[config.mk]
export PLATFORM = sky130hd
export DESIGN_NAME = lcd_fault
export DESIGN_NICKNAME = d
export VERILOG_FILES = /design/src/verilog/lcd_pkg.sv /design/src/verilog/lcd_fault.sv
export SDC_FILE = /design/constraint.sdc
export NUM_CORES = 1
export LEC_CHECK = 0
export CAP_MARGIN = 0
export CORE_ASPECT_RATIO = 2
export CORE_UTILIZATION = 69
export DETAILED_ROUTE_END_ITERATION = 8
export DONT_BUFFER_PORTS = 1
export PLACE_DENSITY = 0.95
export SLEW_MARGIN = 5
export SYNTH_ARGS = -nofsm -noshare
export SYNTH_HDL_FRONTEND = slang
export SYNTH_SLANG_ARGS = --single-unit
[constraint.sdc]
create_clock -name clock -period 6.5 [get_ports clock]
set_clock_uncertainty 0.1 [all_clocks]
set_input_delay 0.325 -clock clock [delete_from_list [all_inputs] [get_ports clock]]
set_output_delay 0.325 -clock clock [all_outputs]
set_load 0.01 [all_outputs]
[src/verilog/lcd_pkg.sv]
// Package for the lock-detect fault block: register map, field layout,
// threshold tables, timing counts and shared types.
// Assumes a 200 MHz clock and a simple strobe register port.
package lcd_pkg;

  // Clock and timing
  localparam int CLK_PERIOD_NS       = 5;
  localparam int DEGLITCH_UNIT_NS    = 1000;
  localparam int DEGLITCH_UNIT_CYC   = DEGLITCH_UNIT_NS / CLK_PERIOD_NS;
  localparam int LOCK_RETRY_US       = 100;
  localparam int LOCK_RETRY_CYC      = LOCK_RETRY_US * 1000 / CLK_PERIOD_NS;

  // Register offsets (byte addresses)
  localparam logic [7:0] OFS_CONFIG  = 8'h00;
  localparam logic [7:0] OFS_STATUS  = 8'h04;
  localparam logic [7:0] OFS_MASK    = 8'h08;
  localparam logic [7:0] OFS_CONTROL = 8'h0C;
  localparam logic [7:0] OFS_STATE   = 8'h10;

  // Reset values
  localparam logic [31:0] CONFIG_RESET = 32'h00000000;
  localparam logic [2:0]  MASK_RESET   = 3'h0;

  // Configuration field positions
  localparam int F_ABSENT_EN   = 28;
  localparam int F_ABSENT_THR  = 19;
  localparam int F_LOCK_RESP   = 15;
  localparam int F_LOCK_DEG    = 12;
  localparam int F_RESERVED    = 11;
  localparam int F_MIN_SUPPLY  = 8;
  localparam int F_UV_RECOVER  = 7;
  localparam int F_RETRY_LIMIT = 0;

  // Status bit positions
  localparam int S_LOCK   = 0;
  localparam int S_ABSENT = 1;
  localparam int S_UV     = 2;

  // Control bit: clear latched faults
  localparam int C_CLEAR = 0;

  // Lock response codes
  localparam logic [3:0] RESP_RETRY_BASE = 4'h4;
  localparam logic [3:0] RESP_DISABLED   = 4'h8;

  // Current thresholds in 1/1024 A
  localparam logic [11:0] ABSENT_THR_TAB [8] = '{12'h020, 12'h030, 12'h040, 12'h050,
                                                12'h0A0, 12'h140, 12'h1E0, 12'h280};
  // Supply thresholds in mV, code 0 means no limit
  localparam logic [15:0] MIN_SUPPLY_TAB [8] = '{16'h0000, 16'h1194, 16'h1388, 16'h157C,
                                                16'h1770, 16'h1D4C, 16'h2710, 16'h30D4};
  // Retry limits, code 0 means unlimited
  localparam logic [4:0] RETRY_LIMIT_TAB [8] = '{5'h00, 5'h02, 5'h03, 5'h05,
                                                5'h07, 5'h0A, 5'h0F, 5'h14};

  // Gate driver commands
  typedef enum logic [2:0] {
    GATE_NORMAL   = 3'b000,
    GATE_TRISTATE = 3'b100,
    GATE_RECIRC   = 3'b101,
    GATE_HS_BRAKE = 3'b110,
    GATE_LS_BRAKE = 3'b111
  } lcd_gate_t;

  // Lock fault states
  typedef enum logic [1:0] {
    ST_RUN     = 2'b00,
    ST_RETRY   = 2'b01,
    ST_LATCHED = 2'b10
  } lcd_state_t;

  // Register port request
  typedef struct packed {
    logic [7:0]  addr;
    logic [31:0] wdata;
    logic        wr;
    logic        rd;
  } lcd_bus_t;

  // Analog front-end measurements
  typedef struct packed {
    logic        over_limit;
    logic [11:0] phase_current;
    logic [15:0] supply_mv;
    logic        motor_running;
  } lcd_sense_t;

endpackage

[src/verilog/lcd_fault.sv]
// Lock-detect and supply fault logic with its register file.
// Assumes sense inputs are synchronous to clock; the register master
// follows the one-cycle strobe protocol and never waits.
//
// Decided for this implementation: the address map and the plain strobed port.
`timescale 1ns/10ps

// Operation
// - Absent-motor threshold from bits 21:19
// - Lock response field at bits 18:15
// - Codes 0-3 latch fault, drive gate
// - Codes 4-7 auto-clear after retry time
// - Latch once retries exceed limit
// - Code 8 disables current-limit lock
// - Deglitch bits 14:12, N microseconds
// - Bit 11 reserved, read/write, reset zero
// - Minimum run supply bits 10:8
// - Retry limit codes, zero unlimited
// - Undervoltage latches or auto-clears per bit
// - Absent-motor check only when enabled
module lcd_fault
  import lcd_pkg::*;
#(
  parameter int RETRY_CYCLES = LOCK_RETRY_CYC
)
(
  // Clock and reset
  input  wire logic        clock,
  input  wire logic        resetn,
  // Register port
  input  wire logic [7:0]  reg_addr,
  input  wire logic [31:0] reg_wdata,
  input  wire logic        reg_wr,
  input  wire logic        reg_rd,
  output logic [31:0]      reg_rdata,
  // Sense inputs
  input  wire logic        over_limit,
  input  wire logic [11:0] phase_current,
  input  wire logic [15:0] supply_mv,
  input  wire logic        motor_running,
  // Fault outputs
  output lcd_gate_t        gate_command,
  output logic             fault_indicator_n,
  output logic             irq
);

  // Whole module state
  typedef struct packed {
    logic [31:0] cfg;
    logic [2:0]  sts;
    logic [2:0]  mask;
    logic [31:0] rdata;
    lcd_state_t  st;
    logic [10:0] deg_cnt;
    logic        over_seen;
    logic [23:0] retry_tmr;
    logic [4:0]  retry_num;
    logic        absent_flt;
    logic        uv_flt;
    lcd_gate_t   gate;
    logic        fault_n;
  } lcd_regs_t;

  lcd_regs_t   s_r;        // Registered state
  lcd_regs_t   s_nxt;      // Next state
  logic [1:0]  rst_sync_r; // Reset release chain
  logic        rst_n;      // Synchronised reset
  lcd_bus_t    bus;        // Bundled request
  lcd_sense_t  sense;      // Bundled measurements

  assign bus   = '{addr: reg_addr, wdata: reg_wdata, wr: reg_wr, rd: reg_rd};
  assign sense = '{over_limit: over_limit, phase_current: phase_current,
                   supply_mv: supply_mv, motor_running: motor_running};
  assign rst_n = rst_sync_r[1];

  // Reset release through two flops; assert is asynchronous
  always_ff @(posedge clock or negedge resetn)
  begin
    if (!resetn)
      rst_sync_r <= 2'b00;
    else
      rst_sync_r <= {rst_sync_r[0], 1'b1};
  end

  // Retry timer width is fixed, so clip the parameter once
  localparam logic [23:0] RETRY_LAST = 24'(RETRY_CYCLES - 1);

  // Decoded configuration fields
  logic [2:0]  thr_code;     // Absent-motor threshold code
  logic [3:0]  resp;         // Lock response code
  logic [2:0]  deg_code;     // Deglitch code
  logic [2:0]  vmin_code;    // Minimum supply code
  logic [2:0]  limit_code;   // Retry limit code
  logic [10:0] deg_target;   // Deglitch length in cycles
  logic        lock_hit;     // Deglitched lock detection
  logic        absent_hit;   // Absent-motor condition
  logic        uv_hit;       // Supply below run minimum
  logic [2:0]  events;       // Event pulses for status
  logic [2:0]  w1c;          // Status bits cleared by write
  logic        sw_clear;     // Clear latched faults
  lcd_gate_t   lock_gate;    // Gate action of lock fault

  // Next state
  always_comb
  begin
    s_nxt = s_r;
    thr_code   = s_r.cfg[F_ABSENT_THR +: 3];
    resp       = s_r.cfg[F_LOCK_RESP +: 4];
    deg_code   = s_r.cfg[F_LOCK_DEG +: 3];
    vmin_code  = s_r.cfg[F_MIN_SUPPLY +: 3];
    limit_code = s_r.cfg[F_RETRY_LIMIT +: 3];
    deg_target = 11'(deg_code * DEGLITCH_UNIT_CYC);
    lock_hit   = 1'b0;
    events     = 3'h0;
    w1c        = 3'h0;
    sw_clear   = 1'b0;

    // Register writes; bit 11 is plain storage
    if (bus.wr)
    begin
      case (bus.addr)
        OFS_CONFIG:  s_nxt.cfg  = bus.wdata;
        OFS_STATUS:  w1c        = bus.wdata[2:0];
        OFS_MASK:    s_nxt.mask = bus.wdata[2:0];
        OFS_CONTROL: sw_clear   = bus.wdata[C_CLEAR];
        default:     ;
      endcase
    end

    if (!sense.over_limit || resp == RESP_DISABLED)
    begin
      // Drop restarts the window
      s_nxt.deg_cnt   = 11'h000;
      s_nxt.over_seen = 1'b0;
    end
    else if (!s_r.over_seen)
    begin
      // Code 0 means the first sample fires
      if (s_r.deg_cnt >= deg_target)
      begin
        lock_hit        = 1'b1;
        s_nxt.over_seen = 1'b1;
      end
      else
        s_nxt.deg_cnt = s_r.deg_cnt + 11'h001;
    end

    // Gate action from low bits of the response code
    case (resp[1:0])
      2'b00:   lock_gate = GATE_TRISTATE;
      2'b01:   lock_gate = GATE_RECIRC;
      2'b10:   lock_gate = GATE_HS_BRAKE;
      2'b11:   lock_gate = GATE_LS_BRAKE;
      default: lock_gate = GATE_TRISTATE;
    endcase

    // Lock fault sequencing
    case (s_r.st)
      ST_RUN:
      begin
        if (lock_hit)
        begin
          events[S_LOCK] = 1'b1;
          if (resp < RESP_RETRY_BASE)
            s_nxt.st = ST_LATCHED;
          else if (resp < RESP_DISABLED && limit_code != 3'h0 &&
                   s_r.retry_num >= RETRY_LIMIT_TAB[limit_code])
            s_nxt.st = ST_LATCHED;
          else if (resp < RESP_DISABLED)
          begin
            s_nxt.st        = ST_RETRY;
            s_nxt.retry_tmr = 24'h000000;
          end
        end
      end
      ST_RETRY:
      begin
        if (s_r.retry_tmr >= RETRY_LAST)
        begin
          s_nxt.st = ST_RUN;
          if (s_r.retry_num != 5'h1F)
            s_nxt.retry_num = s_r.retry_num + 5'h01;
        end
        else
          s_nxt.retry_tmr = s_r.retry_tmr + 24'h000001;
      end
      ST_LATCHED:
      begin
        // Only software releases a latched lock
        if (sw_clear)
        begin
          s_nxt.st        = ST_RUN;
          s_nxt.retry_num = 5'h00;
        end
      end
      default: s_nxt.st = ST_RUN;
    endcase

    absent_hit = s_r.cfg[F_ABSENT_EN] && sense.motor_running &&
                 (sense.phase_current < ABSENT_THR_TAB[thr_code]);
    if (absent_hit && !s_r.absent_flt)
      events[S_ABSENT] = 1'b1;
    if (absent_hit)
      s_nxt.absent_flt = 1'b1;
    else if (sw_clear)
      s_nxt.absent_flt = 1'b0;

    // no limit when code is zero
    uv_hit = (vmin_code != 3'h0) && (sense.supply_mv < MIN_SUPPLY_TAB[vmin_code]);
    if (uv_hit && !s_r.uv_flt)
      events[S_UV] = 1'b1;
    if (uv_hit)
      s_nxt.uv_flt = 1'b1;
    else if (s_r.cfg[F_UV_RECOVER] || sw_clear)
      s_nxt.uv_flt = 1'b0;

    // Sticky status; a new event beats a same-cycle clear
    s_nxt.sts = (s_r.sts & ~w1c) | events;

    // Gate command: lock action first, supply loss tristates
    if (s_nxt.st != ST_RUN)
      s_nxt.gate = lock_gate;
    else if (s_nxt.uv_flt)
      s_nxt.gate = GATE_TRISTATE;
    else
      s_nxt.gate = GATE_NORMAL;

    // fault indication while any fault stands
    s_nxt.fault_n = !((s_nxt.st != ST_RUN) || s_nxt.uv_flt || s_nxt.absent_flt);

    // Read data valid in the cycle after the strobe only
    s_nxt.rdata = 32'h00000000;
    if (bus.rd)
    begin
      case (bus.addr)
        OFS_CONFIG: s_nxt.rdata = s_r.cfg;
        OFS_STATUS: s_nxt.rdata = {29'h0, s_r.sts};
        OFS_MASK:   s_nxt.rdata = {29'h0, s_r.mask};
        OFS_STATE:  s_nxt.rdata = {19'h0, s_r.retry_num, 3'(s_r.gate), s_r.uv_flt,
                                   s_r.absent_flt, s_r.st, s_r.fault_n};
        default:    s_nxt.rdata = 32'h00000000;
      endcase
    end
  end

  // State register
  always_ff @(posedge clock or negedge rst_n)
  begin
    if (!rst_n)
    begin
      s_r            <= '0;
      s_r.cfg        <= CONFIG_RESET;
      s_r.mask       <= MASK_RESET;
      s_r.st         <= ST_RUN;
      s_r.gate       <= GATE_NORMAL;
      s_r.fault_n    <= 1'b1;
    end
    else
      s_r <= s_nxt;
  end

  // Outputs
  assign reg_rdata         = s_r.rdata;
  assign gate_command      = s_r.gate;
  assign fault_indicator_n = s_r.fault_n;
  assign irq               = |(s_r.sts & s_r.mask);

endmodule

==> key figures <==
Synthesis
  – Unique masters post-synth: just under 60
  – Net Count, Synth: 704
  – #FFs+latches synth: 121
  – Synthesized instance count: 583
  – Avg Cell Area, Syn: 10.7 sq um
  – Fraction of synthesized area in multiplexers: ~7.6%
  – Main area contributors after synthesis: dfrtp_1 (48%), ha_1 (9.4%), mux2_2 (5.1%)
  – Sequential fraction of the synthesis area: 48.6%
  – Fraction of registers with async set or reset after synthesis: 100%
  – Combined area of all synthesized cells: 6240 sq um
  – Fraction of synthesized cell area taken by the top area cell type: 48.1%
  – Main combinational cell family by area after synthesis: simple AND/OR/NAND/NOR gates
  – XOR/XNOR share of the synthesized area: 3.23%
  – Most common flop cell mapped by yosys: dfrtp_1
  – Count of flip-flops with a built-in enable after synthesis: 0
  – Adder-cell share of the synthesized area: a little under a tenth
  – Largest area contributor in the synthesized netlist: dfrtp_1
  – Share of synthesized cell area in and, or, nand and nor gates: approximately 17%
  – Synth warnings: 0
  – Post-synthesis compound-gate area fraction: between 7 and 8%

Clocking
  – Maximum level of the CTS H-tree: 4
  – Clock tree root driver cell: clkbuf_16
  – Clk pin slew, worst setup/hold paths: 0.06 ns
  – Longest Clk Path Bufs: 2
  – Number of CTS-inserted buffers: 17
  – Clock Latency Late Sink: 0.42 ns
  – CTS tree: built
  – Number of clock sinks: 121

STA
  – Summed negative setup slack over all endpoints: 0 ns
  – Max Clock Freq: around 280 MHz
  – Min Clock Period, post-route: 3.55 ns
  – Worst hold slack: 0.0157 ns
  – Final period utilization: about 55%
  – RSZ-0062 raised after global routing: false
  – Final Max Tran Viols: 0
  – Rel. slew slack: a little under two fifths
  – Hold Violations, Final: 0
  – Slew of the pin with the lowest slew margin: about 0.93 ns
  – Setup violators final: 0

Placement
  – Placed cell count: 637
  – Detailed placement HPWL: 9520 um
  – Placed standard-cell area: approximately 6100 sq um
  – Routability congestion estimate: 0.873
  – Count of input and output buffers: 0

Finish
  – Total number of nets in the final design: slightly above 700
  – Proportion of layout cells with a drive suffix above 1: 12.9%
  – Most common cell after layout, fill and taps aside: dfrtp_1
  – Commonest non-fill, non-tap cells in the layout: dfrtp_1 (119), nor2_1 (49), nand2_1 (49)
  – Seq. cell area: roughly 3000 sq um
  – Fill cell total of the finished layout: 403
  – # diodes: 0
  – Layout area overhead: 13.0%
  – Area used by multi-input combinational logic: roughly 2800 sq um
  – Non-filler instance count after layout: 704
  – Layout Cell Area excl Fill: about 7000 sq um

Worst setup path
  – CP Data Arrival Time: 3.75 ns
  – Critical path endpoint category: flop
  – Crit Path Category: reg -> reg
  – Worst Reg-to-Reg Cells: 14
  – Top fanout value on the critical path: 23
  – Crit start category: flop
  – Data required, critical path: approximately 6.7 ns
  – Setup slack, reg-to-reg: slightly below 3 ns

Outcome
  – Status: finished clean

Global route
  – Number of antenna violations at the first check in global routing: 0
  – Wire length of the first global-routing pass: roughly 26000 um
  – GRT Residual Overflow: 0
  – Number of global-route vias before repair: 5281
  – Largest net degree at the start of global routing: 66
  – Global router's overall resource usage: 37.2%

Floorplan
  – Floorplan die area: around 9400 sq um
  – Initial cell density of the core: slightly above 70%
  – Die extent in y: 136 um
  – FP Rows: 48
  – I/O pins: 111
  – Width of the die: 69.2 um
  – Area of the core: 8710 sq um

Route
  – Routed wire length: 16300 um
  – Routed len/inst: 23.1 um
  – Antenna-violating nets left: 0
  – DRC violations left: 0
  – Number of design-rule violations left by the first detailed-router iteration: between 400 and 500
  – Vias after detailed routing: 4745
  – 1st-pass router iterations: 5
  – Via-to-Cell Ratio: 6.74

Worst hold path
  – Path class of the lowest-slack min-delay path: in -> reg
  – Cell depth of the worst min-delay path: 2

Power
  – Power density normalized to cell area: 277 nW/um^2
  – Worst-case vdd ir drop: 0.237 mV
  – Leak: 3.32 nW

Flow run
  – Number of violations of the max-capacitance limit: 0
final timing paths:
path | startpoint | end
worst min register to register | rst_sync_r[0] | rst_sync_r[1]
max in group asynchronous | rst_sync_r[1] | reg_rdata[6]
worst max-delay path | deg_code[1] | s_r[12]
min in group asynchronous | resetn | rst_sync_r[1]
worst min-delay path | reg_addr[4] | reg_rdata[9]
worst max register to register | deg_code[1] | s_r[12]
worst max-delay path: stages (launching register included):
cell and delay [ns]:
dfrtp_1 0.39, inv_1 0.10, ha_1 0.29, inv_1 0.04, ha_1 0.19, ha_1 0.17, nor2_1 0.11, ha_1 0.27
a21oi_1 0.14, o21ai_0 0.16, a21oi_1 0.28, nor4b_2 0.09, buf_4 0.22, nor2_1 0.47, mux2_2 0.41
kinds of logic (layout without fill, tap and decap cells):
logic type / count (synthesis) / count (layout)
buffers and inverters: 76 / 97
multiplexers: 44 / 44
adder cells (fa/ha/maj): 47 / 47
AND/OR/NAND/NOR: 199 / 199
other: 1 / 1
flip-flops: 121 / 121
AO/OA/AOI/OAI: 72 / 72
XOR/XNOR: 23 / 23
layout make-up:
type / count / share of cell area [%]
clock buffer: 19 / 6.28
clock inverter: 13 / 2.68
inverter: 26 / 1.38
multi-input combinational: 386 / 39.5
sequential: 121 / 43.0
tap: 100 / 1.77
timing repair buffer: 39 / 5.39
sequential cells by signal, summed over array words and instances (netlist names):
register,cells
deg_code,3
rst_sync_r,2
limit_code,3
fault_indicator_n,1
resp,4
reg_rdata,32
s_r,73
gate_command,3
through the flow:
stage          util, %  setup slack (ns)  total power, mW
2_1_floorplan        -              2.78            0.890
3_3_place_gp      69.7              3.24            0.908
3_5_place_dp      69.7              3.14            0.921
4_1_cts           81.0              3.03             1.94
5_1_grt           81.0              2.83             2.00
6_report          81.0              2.95             1.95
synthesized netlist by cell type, types with 9 or more instances:
| library cell | n |
|---|---|
| nor3_1 | 9 |
| buf_4 | 37 |
| inv_1 | 26 |
| ha_1 | 47 |
| mux2i_1 | 16 |
| dfrtp_1 | 120 |
| xor2_1 | 19 |
| o21ai_0 | 30 |
| clkbuf_1 | 9 |
| nor2b_1 | 10 |
| mux2_2 | 28 |
| nand3_1 | 14 |
| nand2_1 | 49 |
| and2_1 | 15 |
| a21oi_1 | 17 |
| nand4_1 | 15 |
| nor2_1 | 49 |
where the power goes:
part	internal [mW]	switching [mW]	leakage [nW]	total (mW)
logic	0.0649	0.0761	1.46	0.141
clock network	0.655	0.357	0.305	1.01
registers	0.772	0.0285	1.56	0.801
per-layer routing:
layer	part of all wire (%)	track usage, %	vias up
met5	0	0	-
met4	7.1	28.6	0
met3	7.2	9.27	116
met2	54	66.1	355
met1	32	36.4	2273
li1	-	-	2001
what timing repair did:
| item | in CTS | in global routing |
|---|---|---|
| hold endpoints to repair | 51 | 0 |
| buffers inserted | 0 | 0 |
| hold buffers | 35 | 0 |
| resized for setup | 0 | 0 |
Note: power is estimated with default switching activity, not from simulation.
